--- src/mbc_pkg.sv ---
// Constants and types shared by the modem buffer and mode controller
package mbc_pkg;

  localparam int BUF_AW = 8;
  localparam int RX_FIFO_DEPTH = 32;
  localparam int RX_FIFO_WIDTH = 8;

  // SPI register addresses
  localparam logic [6:0] ADDR_DATA_PORT = 7'h00;
  localparam logic [6:0] ADDR_OPMODE = 7'h01;
  localparam logic [6:0] ADDR_FRF_MSB = 7'h06;
  localparam logic [6:0] ADDR_FRF_MID = 7'h07;
  localparam logic [6:0] ADDR_FRF_LSB = 7'h08;
  localparam logic [6:0] ADDR_PTR = 7'h0d;
  localparam logic [6:0] ADDR_TX_BASE = 7'h0e;
  localparam logic [6:0] ADDR_RX_BASE = 7'h0f;
  localparam logic [6:0] ADDR_LAST_START = 7'h10;
  localparam logic [6:0] ADDR_IRQ_MASK = 7'h11;
  localparam logic [6:0] ADDR_IRQ_FLAGS = 7'h12;
  localparam logic [6:0] ADDR_RX_COUNT = 7'h13;
  localparam logic [6:0] ADDR_TX_LEN = 7'h22;

  // SPI command byte and operating mode register fields
  localparam int SPI_WRITE_BIT = 7;
  localparam int OPM_LR_BIT = 7;
  localparam int OPM_MODE_LSB = 0;

  // Operating modes
  localparam logic [2:0] MODE_SLEEP = 3'h0;
  localparam logic [2:0] MODE_STDBY = 3'h1;
  localparam logic [2:0] MODE_TRANSMIT_SYNTH_MODE = 3'h2;
  localparam logic [2:0] MODE_TX = 3'h3;
  localparam logic [2:0] MODE_RECEIVE_SYNTH_MODE = 3'h4;
  localparam logic [2:0] MODE_RXCONT = 3'h5;
  localparam logic [2:0] MODE_RXONCE = 3'h6;
  localparam logic [2:0] MODE_CAD = 3'h7;

  // Reset values and last buffer address
  localparam logic [7:0] RST_TX_BASE = 8'h80;
  localparam logic [7:0] RST_RX_BASE = 8'h00;
  localparam logic [7:0] RST_IRQ_MASK = 8'h00;
  localparam logic [7:0] RST_TX_LEN = 8'h01;
  localparam logic [23:0] RST_FRF = 24'h000000;
  localparam logic [7:0] BUF_LAST = 8'hff;

  typedef enum logic {PH_ADDR, PH_DATA} mbc_phase_type;

  // Packet events from the modem receive path
  typedef struct packed {
    logic start;
    logic hdr_valid;
    logic [7:0] hdr_len;
    logic done;
  } mbc_rx_evt_type;

endpackage

--- src/mbc_modem_buffer.sv ---
// Modem data buffer, SPI register file and operating mode control
// Summary of operation
// Config registers read in every mode, kept when long range is off.
// 256-byte buffer, reachable only while long range mode is on.
// Buffer readable except in sleep; cleared on each entry to receive.
// After reset receive base is 0x00, transmit base is 0x80.
// Both base addresses freely programmable anywhere in the buffer.
// Entering sleep clears the buffer; no buffer access during sleep.
// Mode changes other than to sleep or receive keep buffer data; only writes change a byte.
// Data port access uses the access pointer, then increments it.
// Host loads the access pointer with a base before each sequence.
// Transmit length sets bytes sent; header length loads receive count.
// Start of the latest received packet is recorded for the host.
// Every received byte is stored, even with a bad payload check.
// Long receive packets run on into the transmit region.
// Buffer pointers are eight bits and wrap from top to zero.
// Mask bit at one disables its interrupt; mask resets to zero.
// Events set flags; host clears a flag by writing one.
// Long range bit changes only in sleep; modes need it set.
// In sleep only SPI and configuration registers are reachable.
// Standby: oscillator on; synth modes: matching PLL on, RF off.
// Transmit powers transmit blocks, then returns to standby itself.
// Single receive returns to standby after a packet; continuous stays.
// Host may move from any mode to any other mode.
// Carrier frequency held as a 24-bit word.
`timescale 1ns/100ps

module mbc_stream_fifo #(
  parameter int WIDTH = 8,
  parameter int DEPTH = 32
) (
  input wire logic clk_i,
  input wire logic rst_i,
  input wire logic [WIDTH-1:0] in_data_i,
  input wire logic in_valid_i,
  output logic in_ready_o,
  output logic [WIDTH-1:0] out_data_o,
  output logic out_valid_o,
  input wire logic out_ready_i
);
  localparam int AW = $clog2(DEPTH);

  typedef struct packed {
    logic [AW:0] wr;
    logic [AW:0] rd;
    logic ready;
  } mbc_fifo_state_type;

  mbc_fifo_state_type st_reg;
  mbc_fifo_state_type st_next;
  logic [WIDTH-1:0] mem [DEPTH];
  logic push;
  logic pop;

  always_comb begin
    st_next = st_reg;
    out_valid_o = (st_reg.wr != st_reg.rd);
    in_ready_o = st_reg.ready;
    out_data_o = mem[st_reg.rd[AW-1:0]];
    push = in_valid_i && st_reg.ready;
    pop = out_valid_o && out_ready_i;
    if (push) begin
      st_next.wr = st_reg.wr + 1'b1;
    end
    if (pop) begin
      st_next.rd = st_reg.rd + 1'b1;
    end
    // Full when pointers differ only in the wrap bit; ready kept as a flop
    st_next.ready = !((st_next.wr[AW-1:0] == st_next.rd[AW-1:0]) &&
                      (st_next.wr[AW] != st_next.rd[AW]));
  end

  always_ff @(posedge clk_i) begin
    if (push) begin
      mem[st_reg.wr[AW-1:0]] <= in_data_i;
    end
  end

  always_ff @(posedge clk_i or posedge rst_i) begin
    if (rst_i) begin
      st_reg <= '{ready: 1'b1, default: '0};
    end else begin
      st_reg <= st_next;
    end
  end
endmodule

module mbc_modem_buffer
  import mbc_pkg::*;
(
  input wire logic CORE_CLK_I,
  input wire logic RST_I,
  input wire logic SPI_SCK_I,
  input wire logic SPI_CS_N_I,
  input wire logic SPI_MOSI_I,
  output logic SPI_MISO_O,
  output logic SPI_MISO_OE_O,
  input wire logic [7:0] RX_BYTE_I,
  input wire logic RX_VALID_I,
  output logic RX_READY_O,
  input wire mbc_rx_evt_type RX_EVT_I,
  input wire logic IMPLICIT_HDR_I,
  input wire logic TX_BYTE_REQ_I,
  input wire logic TX_DONE_I,
  input wire logic [7:0] IRQ_EVENT_I,
  output logic [7:0] TX_BYTE_O,
  output logic [7:0] TX_LEN_O,
  output logic [2:0] MODE_O,
  output logic LONG_RANGE_O,
  output logic [23:0] FRF_O,
  output logic OSC_ON_O,
  output logic PLL_TX_ON_O,
  output logic PLL_RX_ON_O,
  output logic RF_TX_ON_O,
  output logic RF_RX_ON_O,
  output logic IRQ_O
);

  typedef struct packed {
    logic sck_meta, sck_sync, sck_last;
    logic cs_meta, cs_sync;
    logic mosi_meta, mosi_sync;
    mbc_phase_type phase;
    logic [2:0] bit_cnt;
    logic [7:0] sh_in;
    logic [7:0] sh_out;
    logic miso, miso_oe, wr_mode, load_pend;
    logic [6:0] addr;
    logic [7:0] ptr, tx_base, rx_base, rx_cnt, tx_len, last_start;
    logic [7:0] mask, flags;
    logic long_range;
    logic [2:0] mode;
    logic [23:0] frf;
    logic clr_active;
    logic [7:0] clr_addr, rx_wr_ptr, tx_rd_ptr, tx_byte;
    logic irq, osc, pll_tx, pll_rx, rf_tx, rf_rx;
  } mbc_core_type;

  localparam mbc_core_type CORE_RST = '{
    cs_meta: 1'b1, cs_sync: 1'b1, phase: PH_ADDR,
    tx_base: RST_TX_BASE, rx_base: RST_RX_BASE,
    mask: RST_IRQ_MASK, tx_len: RST_TX_LEN,
    mode: MODE_STDBY, frf: RST_FRF, osc: 1'b1,
    default: '0
  };

  mbc_core_type st_reg;
  mbc_core_type st_next;
  logic [7:0] buf_mem [2**BUF_AW];
  logic ram_we;
  logic [7:0] ram_wa;
  logic [7:0] ram_wd;
  logic buf_open;
  logic byte_done;
  logic host_buf_we;
  logic [7:0] rx_data;
  logic rx_valid;
  logic rx_ready;
  logic rx_fire;
  logic [7:0] new_byte;
  logic [7:0] rd_val;
  logic [7:0] w1c;

  function automatic logic is_rx(input logic [2:0] m);
    return (m == MODE_RXCONT) || (m == MODE_RXONCE);
  endfunction

  // Stall source: RAM port busy or not receiving, so bytes wait here
  mbc_stream_fifo #(
    .WIDTH(RX_FIFO_WIDTH),
    .DEPTH(RX_FIFO_DEPTH)
  ) u_rx_fifo (
    .clk_i(CORE_CLK_I),
    .rst_i(RST_I),
    .in_data_i(RX_BYTE_I),
    .in_valid_i(RX_VALID_I),
    .in_ready_o(RX_READY_O),
    .out_data_o(rx_data),
    .out_valid_o(rx_valid),
    .out_ready_i(rx_ready)
  );

  always_comb begin
    st_next = st_reg;
    ram_we = 1'b0;
    ram_wa = st_reg.ptr;
    ram_wd = 8'h00;
    host_buf_we = 1'b0;
    w1c = 8'h00;
    rd_val = 8'h00;
    byte_done = 1'b0;
    new_byte = {st_reg.sh_in[6:0], st_reg.mosi_sync};
    buf_open = st_reg.long_range && (st_reg.mode != MODE_SLEEP) &&
               !st_reg.clr_active;
    // Pin synchronisers
    st_next.sck_meta = SPI_SCK_I;
    st_next.sck_sync = st_reg.sck_meta;
    st_next.sck_last = st_reg.sck_sync;
    st_next.cs_meta = SPI_CS_N_I;
    st_next.cs_sync = st_reg.cs_meta;
    st_next.mosi_meta = SPI_MOSI_I;
    st_next.mosi_sync = st_reg.mosi_meta;

    // Register read mux, every mode including sleep
    if (st_reg.addr == ADDR_DATA_PORT) begin
      rd_val = buf_open ? buf_mem[st_reg.ptr] : 8'h00;
    end else if (st_reg.addr == ADDR_OPMODE) begin
      rd_val = {st_reg.long_range, 4'h0, st_reg.mode};
    end else if (st_reg.addr == ADDR_FRF_MSB) begin
      rd_val = st_reg.frf[23:16];
    end else if (st_reg.addr == ADDR_FRF_MID) begin
      rd_val = st_reg.frf[15:8];
    end else if (st_reg.addr == ADDR_FRF_LSB) begin
      rd_val = st_reg.frf[7:0];
    end else if (st_reg.addr == ADDR_PTR) begin
      rd_val = st_reg.ptr;
    end else if (st_reg.addr == ADDR_TX_BASE) begin
      rd_val = st_reg.tx_base;
    end else if (st_reg.addr == ADDR_RX_BASE) begin
      rd_val = st_reg.rx_base;
    end else if (st_reg.addr == ADDR_LAST_START) begin
      rd_val = st_reg.last_start;
    end else if (st_reg.addr == ADDR_IRQ_MASK) begin
      rd_val = st_reg.mask;
    end else if (st_reg.addr == ADDR_IRQ_FLAGS) begin
      rd_val = st_reg.flags;
    end else if (st_reg.addr == ADDR_RX_COUNT) begin
      rd_val = st_reg.rx_cnt;
    end else if (st_reg.addr == ADDR_TX_LEN) begin
      rd_val = st_reg.tx_len;
    end else begin
      rd_val = 8'h00;
    end

    // Modem driven returns to standby, overridden by a host write below
    if (st_reg.mode == MODE_TX && TX_DONE_I) begin
      st_next.mode = MODE_STDBY;
    end
    if (st_reg.mode == MODE_RXONCE && RX_EVT_I.done) begin
      st_next.mode = MODE_STDBY;
    end
    if (RX_EVT_I.start) begin
      st_next.last_start = st_reg.rx_wr_ptr;
    end
    if (RX_EVT_I.hdr_valid && !IMPLICIT_HDR_I) begin
      st_next.rx_cnt = RX_EVT_I.hdr_len;
    end

    // SPI slave, mode 0, MSB first
    if (st_reg.cs_sync) begin
      st_next.miso_oe = 1'b0;
      st_next.phase = PH_ADDR;
      st_next.bit_cnt = 3'h0;
      st_next.load_pend = 1'b0;
    end else begin
      st_next.miso_oe = 1'b1;
      if (st_reg.sck_sync && !st_reg.sck_last) begin
        st_next.sh_in = new_byte;
        st_next.bit_cnt = st_reg.bit_cnt + 3'h1;
        byte_done = (st_reg.bit_cnt == 3'h7);
      end
      if (!st_reg.sck_sync && st_reg.sck_last && st_reg.bit_cnt != 3'h0) begin
        st_next.miso = st_reg.sh_out[7];
        st_next.sh_out = {st_reg.sh_out[6:0], 1'b0};
      end
      // Prefetch one cycle after the byte so the read sees updated state
      if (st_reg.load_pend) begin
        st_next.miso = rd_val[7];
        st_next.sh_out = {rd_val[6:0], 1'b0};
        st_next.load_pend = 1'b0;
      end
    end

    if (byte_done && st_reg.phase == PH_ADDR) begin
      st_next.phase = PH_DATA;
      st_next.wr_mode = new_byte[SPI_WRITE_BIT];
      st_next.addr = new_byte[6:0];
      st_next.load_pend = !new_byte[SPI_WRITE_BIT];
    end else if (byte_done) begin
      st_next.load_pend = !st_reg.wr_mode;
      if (st_reg.wr_mode) begin
        if (st_reg.addr == ADDR_DATA_PORT) begin
          host_buf_we = buf_open;
        end else if (st_reg.addr == ADDR_OPMODE) begin
          st_next.mode = new_byte[OPM_MODE_LSB +: 3];
          if (st_reg.mode == MODE_SLEEP) begin
            st_next.long_range = new_byte[OPM_LR_BIT];
          end
        end else if (st_reg.addr == ADDR_FRF_MSB) begin
          st_next.frf[23:16] = new_byte;
        end else if (st_reg.addr == ADDR_FRF_MID) begin
          st_next.frf[15:8] = new_byte;
        end else if (st_reg.addr == ADDR_FRF_LSB) begin
          st_next.frf[7:0] = new_byte;
        end else if (st_reg.addr == ADDR_PTR) begin
          st_next.ptr = new_byte;
        end else if (st_reg.addr == ADDR_TX_BASE) begin
          st_next.tx_base = new_byte;
        end else if (st_reg.addr == ADDR_RX_BASE) begin
          st_next.rx_base = new_byte;
        end else if (st_reg.addr == ADDR_IRQ_MASK) begin
          st_next.mask = new_byte;
        end else if (st_reg.addr == ADDR_IRQ_FLAGS) begin
          w1c = new_byte;
        end else if (st_reg.addr == ADDR_TX_LEN) begin
          st_next.tx_len = new_byte;
        end
      end
      // Burst: data port holds its address, others step on
      if (st_reg.addr == ADDR_DATA_PORT) begin
        if (buf_open) begin
          st_next.ptr = st_reg.ptr + 8'h01;
        end
      end else begin
        st_next.addr = st_reg.addr + 7'h01;
      end
    end

    // Event wins over a same-cycle clear
    st_next.flags = (st_reg.flags & ~w1c) | IRQ_EVENT_I;

    // Single write port: clear, then host, then receive stream
    rx_ready = st_reg.long_range && is_rx(st_reg.mode) &&
               !st_reg.clr_active && !host_buf_we;
    rx_fire = rx_ready && rx_valid;
    if (st_reg.clr_active) begin
      ram_we = 1'b1;
      ram_wa = st_reg.clr_addr;
      if (st_reg.clr_addr == BUF_LAST) begin
        st_next.clr_active = 1'b0;
      end
      st_next.clr_addr = st_reg.clr_addr + 8'h01;
    end else if (host_buf_we) begin
      ram_we = 1'b1;
      ram_wa = st_reg.ptr;
      ram_wd = new_byte;
    end else if (rx_fire) begin
      ram_we = 1'b1;
      ram_wa = st_reg.rx_wr_ptr;
      ram_wd = rx_data;
      st_next.rx_wr_ptr = st_reg.rx_wr_ptr + 8'h01;
    end

    // Mode entry last, so a new entry restarts a clear already running
    if (st_next.mode == MODE_SLEEP && st_reg.mode != MODE_SLEEP) begin
      st_next.clr_active = 1'b1;
      st_next.clr_addr = 8'h00;
    end
    if (is_rx(st_next.mode) && !is_rx(st_reg.mode)) begin
      st_next.clr_active = 1'b1;
      st_next.clr_addr = 8'h00;
      st_next.rx_wr_ptr = st_next.rx_base;
    end
    if (st_next.mode == MODE_TX && st_reg.mode != MODE_TX) begin
      st_next.tx_rd_ptr = st_next.tx_base;
    end

    if (TX_BYTE_REQ_I && st_reg.mode == MODE_TX && buf_open) begin
      st_next.tx_byte = buf_mem[st_reg.tx_rd_ptr];
      st_next.tx_rd_ptr = st_reg.tx_rd_ptr + 8'h01;
    end

    // PLL and RF power only while long range is on; oscillator follows mode alone
    st_next.irq = |(st_reg.flags & ~st_reg.mask);
    st_next.osc = st_next.mode != MODE_SLEEP;
    st_next.pll_tx = st_next.long_range &&
      (st_next.mode == MODE_TRANSMIT_SYNTH_MODE || st_next.mode == MODE_TX);
    st_next.pll_rx = st_next.long_range && (st_next.mode == MODE_RECEIVE_SYNTH_MODE ||
      is_rx(st_next.mode) || st_next.mode == MODE_CAD);
    st_next.rf_tx = st_next.long_range && st_next.mode == MODE_TX;
    st_next.rf_rx = st_next.long_range &&
      (is_rx(st_next.mode) || st_next.mode == MODE_CAD);
  end

  // Buffer array keeps no reset; sleep entry clears it instead
  always_ff @(posedge CORE_CLK_I) begin
    if (ram_we) begin
      buf_mem[ram_wa] <= ram_wd;
    end
  end

  always_ff @(posedge CORE_CLK_I or posedge RST_I) begin
    if (RST_I) begin
      st_reg <= CORE_RST;
    end else begin
      st_reg <= st_next;
    end
  end

  assign SPI_MISO_O = st_reg.miso;
  assign SPI_MISO_OE_O = st_reg.miso_oe;
  assign TX_BYTE_O = st_reg.tx_byte;
  assign TX_LEN_O = st_reg.tx_len;
  assign MODE_O = st_reg.mode;
  assign LONG_RANGE_O = st_reg.long_range;
  assign FRF_O = st_reg.frf;
  assign OSC_ON_O = st_reg.osc;
  assign PLL_TX_ON_O = st_reg.pll_tx;
  assign PLL_RX_ON_O = st_reg.pll_rx;
  assign RF_TX_ON_O = st_reg.rf_tx;
  assign RF_RX_ON_O = st_reg.rf_rx;
  assign IRQ_O = st_reg.irq;

  a_sleep_starts_clear: assert property (@(posedge CORE_CLK_I)
    disable iff (RST_I)
    (st_reg.mode != MODE_SLEEP && st_next.mode == MODE_SLEEP)
      |=> st_reg.clr_active && st_reg.clr_addr == 8'h00)
    else $error("sleep entry did not start buffer clear");

  a_sleep_no_write: assert property (@(posedge CORE_CLK_I)
    disable iff (RST_I)
    (st_reg.mode == MODE_SLEEP && !st_reg.clr_active) |-> !ram_we)
    else $error("buffer written during sleep");

  a_rx_entry_clear: assert property (@(posedge CORE_CLK_I)
    disable iff (RST_I)
    (!is_rx(st_reg.mode) && is_rx(st_next.mode))
      |=> st_reg.clr_active ##0 st_reg.rx_wr_ptr == st_reg.rx_base)
    else $error("receive entry did not clear buffer");

  a_ptr_wraps: assert property (@(posedge CORE_CLK_I)
    disable iff (RST_I)
    rx_fire |=> st_reg.rx_wr_ptr == $past(st_reg.rx_wr_ptr) + 8'h01)
    else $error("receive pointer did not wrap");

  a_flag_set_wins: assert property (@(posedge CORE_CLK_I)
    disable iff (RST_I)
    IRQ_EVENT_I[0] |=> st_reg.flags[0])
    else $error("event flag lost");

  a_flag_w1c: assert property (@(posedge CORE_CLK_I)
    disable iff (RST_I)
    (w1c[0] && !IRQ_EVENT_I[0]) |=> !st_reg.flags[0])
    else $error("flag not cleared by write of one");

  a_mask_gates_irq: assert property (@(posedge CORE_CLK_I)
    disable iff (RST_I)
    (|(st_reg.flags & ~st_reg.mask)) |=> IRQ_O)
    else $error("unmasked flag did not raise interrupt");

  a_tx_returns: assert property (@(posedge CORE_CLK_I)
    disable iff (RST_I)
    (st_reg.mode == MODE_TX && TX_DONE_I && !byte_done)
      |=> st_reg.mode == MODE_STDBY ##1 !RF_TX_ON_O)
    else $error("transmit did not return to standby");

  a_rx_once_returns: assert property (@(posedge CORE_CLK_I)
    disable iff (RST_I)
    (st_reg.mode == MODE_RXONCE && RX_EVT_I.done && !byte_done)
      |=> st_reg.mode == MODE_STDBY)
    else $error("single receive did not return to standby");

  a_rx_cont_stays: assert property (@(posedge CORE_CLK_I)
    disable iff (RST_I)
    (st_reg.mode == MODE_RXCONT && RX_EVT_I.done && !byte_done)
      |=> st_reg.mode == MODE_RXCONT)
    else $error("continuous receive left its mode");

  a_lr_only_sleep: assert property (@(posedge CORE_CLK_I)
    disable iff (RST_I)
    (st_reg.mode != MODE_SLEEP) |=> $stable(st_reg.long_range))
    else $error("long range bit changed outside sleep");

endmodule

--- config.mk ---
export PLATFORM = sky130hd
export DESIGN_NAME = mbc_modem_buffer
export DESIGN_NICKNAME = d
export VERILOG_FILES = /design/src/mbc_pkg.sv /design/src/mbc_modem_buffer.sv
export SDC_FILE = /design/constraint.sdc
export NUM_CORES = 2
export LEC_CHECK = 0
export ABC_AREA = 1
export BUFFER_PORTS_ARGS = -buffer_cell sky130_fd_sc_hd__buf_2
export CELL_PAD_IN_SITES_DETAIL_PLACEMENT = 0
export CELL_PAD_IN_SITES_GLOBAL_PLACEMENT = 2
export CORE_MARGIN = 5
export CORE_UTILIZATION = 42
export CTS_CLUSTER_DIAMETER = 30
export CTS_CLUSTER_SIZE = 20
export DETAILED_ROUTE_END_ITERATION = 10
export PLACE_DENSITY_LB_ADDON = 0.1
export SLEW_MARGIN = 15
export SYNTH_ARGS = -nofsm -noshare
export SYNTH_HDL_FRONTEND = slang
export SYNTH_HIERARCHICAL = 1
export SYNTH_SLANG_ARGS = --single-unit
--- constraint.sdc ---
create_clock -name CORE_CLK_I -period 17.4 [get_ports CORE_CLK_I]
set_input_delay 1.74 -clock CORE_CLK_I [delete_from_list [all_inputs] [get_ports CORE_CLK_I]]
set_output_delay 1.74 -clock CORE_CLK_I [all_outputs]
set_load 0.01 [all_outputs]
==> flow_summary.toml <==
[worst_setup_path]
path_max_fanout = 22
cp_cell_sequence = "inv_2 > nand3_1 > nor2_4 > nand2_4 > nand3_4 > inv_2 > nand2_1 > o21ai_1 > nand2_1 > o21ai_2 > nor2_2 > nand3_4 > nor2_1"
crit_family = "simple AND/OR/NAND/NOR gates"
startpoint_type = "flip-flop"
critPathKind = "flip-flop to flip-flop"
cp-end-kind = "flip-flop"
slowest_delay_ns = 1.07
cp.required_ns = 18.00
cp_num_buf_inv = 2
slowest_stage = "nor2_1"
arrival_ns = 6.53

[pwr]
seq_power_share_pct = 29.1
p_int_mw = 15.3
pwr-share-clk_pct = 48.7
power_switching_mw = 7.68
swShare_pct = 33.4
combPwrFrac_pct = 22.2
power_density_nw_per_um2 = 158
vdd_drop_max_v = 0.000128
power.leakage_nw = 53.2

[timing]
finalCritPeriodShare_pct = 34.1
max_freq_mhz = 169
slew_headroom_pct = 7.21
fin_ws_ns = 11.47
tns_ns = 0
rsz0062_at_grt = "no"
final_max_slew_viol_count = 0
final.setup_skew_ns = 0.0716
finalHoldViolCount = 0
holdWs_ns = 0.366
setup_viol = 0
tightest_slew_ns = 1.39
min_period_ns = 5.93

[floorplanning]
coreArea_um2 = 290000
die_w_um = 549
die_h_um = 549
die_area_um2 = 302000
initial_utilization_pct = 42.1
rows = 198
pin_count = 89

[cts]
cts_buffer_depth = 4
cts_sinks = 2484
cts_inserted_buffers = 594
cts_tree = "done"
cts_hold_buffers = 0
postCtsSetupRepairBufs = 0
root_buffer = "clkbuf_16"
htree_num_levels = 6
clk_latency_ns = 1.05
post_cts_resized = 0
clkTransAtPathRegs_ns = 0.05

[synth]
synth.largest_area_cell = "edfxtp_1"
synthDistinctLibCells = 58
seq_area_frac_synth_pct = 60.4
netlist_top_cells_area = "edfxtp_1 57%, o21ai_0 6.9%, nand2_1 6.8%"
avgSynthCellArea_um2 = 9.47
synthCells = 12899
syn_area_um2 = 122000
netlist.area_leader.share_pct = 56.7
synth-edff-count = 2304
syn_nets = 12951
yosys-top-cells-count = "2,304 x edfxtp_1, 2,220 x nand2_1, 1,693 x o21ai_0, 1,247 x nand3_1"
yosysMostFrequentCell = "edfxtp_1"
yosysWarnings = 6
synth_top_flop_cell = "edfxtp_1"
ys_ff_latch = 2484
synthArstFlopShare_pct = 7.25

[routing]
drt_iter0_markers = 12424
wire_per_inst_um = 28.7
vias = 102040
wirelength_mm = 493
viasPerCell = 5.95
drcViolationCount = 0
ant_nets = 0
first_pass_iters = 6

[cells_and_area]
drive_gt1_share_pct = 10.2
multiInputGateArea_um2 = 40600
syn2layout_area_growth_pct = 19.2
nets = 12819
n_fill_cell = 26181
largest_register_ffs = 2048
regArea_um2 = 73700

[global_route]
track_usage_pct = 31.6
antenna_found_initial = 25
grt_pass1_vias = 97580
grt_max_degree = 199
overflow = 0
grt_first_pass_wirelength_mm = 701

[place]
dp_hpwl_mm = 296
dp_slack_ns = 11.60
port_buffers = 88
place.gp.congestion = 0.903

[min_path]
hp-class = "flip-flop to flip-flop"

[job]
maxCapViolations = 0

[outcome]
status = "complete, no violations"
-- kinds of logic after synthesis --
| logic type | count (synthesis) | share of synthesized area [%] |
|---|---|---|
| simple gates | 4677 | 16.0 |
| compound gates | 3652 | 16.7 |
| flops | 2484 | 60.4 |
| buf+inv | 2040 | 6.56 |
| xor+xnor | 19 | 0.136 |
| fa+ha+maj | 16 | 0.164 |
| mux | 11 | 0.100 |
-- power by group through the flow --
stage / clock, mW / sequential [mW] / combinational (mW)
final: 11.2 / 6.69 / 5.10
after global routing: 11.7 / 6.69 / 5.38
after CTS: 11.3 / 6.69 / 5.00
after detailed placement: 0 / 6.79 / 4.99
after global placement: 0 / 6.78 / 4.98
after floorplan: 0 / 6.72 / 2.86
-- metrics by stage --
stage	power, mW	utilization (%)	std cells	instance area, um^2
5_1_grt	23.7	50.2	17153	146000
2_1_floorplan	9.57	-	12899	122000
3_3_place_gp	11.8	43.2	16071	125000
3_5_place_dp	11.8	43.2	16071	125000
6_report	23.0	50.2	17160	146000
4_1_cts	23.0	50.2	17150	146000
-- cells in the final DEF (no fill, tap or decap), types with 17 or more instances in the layout --
| cell type | netlist | final |
|---|---|---|
| a21oi_1 | 1115 | 1115 |
| a22oi_1 | 71 | 71 |
| a31oi_1 | 27 | 27 |
| buf_12 | 0 | 18 |
| buf_2 | 117 | 88 |
| buf_4 | 47 | 172 |
| bufinv_16 | 0 | 79 |
| clkbuf_1 | 724 | 85 |
| clkbuf_16 | 0 | 610 |
| clkinv_1 | 13 | 81 |
| clkinv_2 | 0 | 87 |
| clkinv_4 | 0 | 27 |
| clkinvlp_4 | 0 | 50 |
| dfrtp_1 | 173 | 164 |
| edfxtp_1 | 2304 | 2304 |
| inv_1 | 995 | 989 |
| inv_2 | 26 | 23 |
| inv_6 | 0 | 37 |
| nand2_1 | 2220 | 2219 |
| nand3_1 | 1247 | 1241 |
| nor2_1 | 1115 | 1111 |
| o211ai_1 | 589 | 589 |
| o21ai_0 | 1693 | 1685 |
| o221ai_1 | 53 | 53 |
| o22ai_1 | 60 | 60 |
| xor2_1 | 17 | 17 |
-- layer usage --
metal | track usage (%) | part of all wire [%]
met5 | 0 | 0.011
met4 | 16.6 | 5.7
met3 | 5.63 | 8.6
met2 | 48.5 | 45
met1 | 43.0 | 41
-- cell type report --
class                   instances  share of cell area, %
clock buffers                 700                   10.8
clock inverters               379                   3.20
inverters                    1034                   2.71
multi-input cells            8375                   27.9
repair buffers                278                   1.44
well taps                    3900                   3.35
flip-flops and latches       2484                   50.7
diodes                         10                 0.0172
-- path summary, 6_finish.rpt --
check / from / endpoint / slack (ns) / cells past startpoint
worst max register to register: st_reg[38] / buf_mem[68][6] / 11.47 / 13
max in group asynchronous: RST_I / st_reg[14] / 15.09 / 3
worst max-delay path: st_reg[38] / buf_mem[68][6] / 11.47 / 13
worst min register to register: st_next[162] / new_byte[0] / 0.37 / 0
worst min-delay path: st_next[162] / new_byte[0] / 0.37 / 0
min in group asynchronous: RST_I / TX_LEN_O[6] / 0.81 / 2
Note: power is estimated with default switching activity, not from simulation.
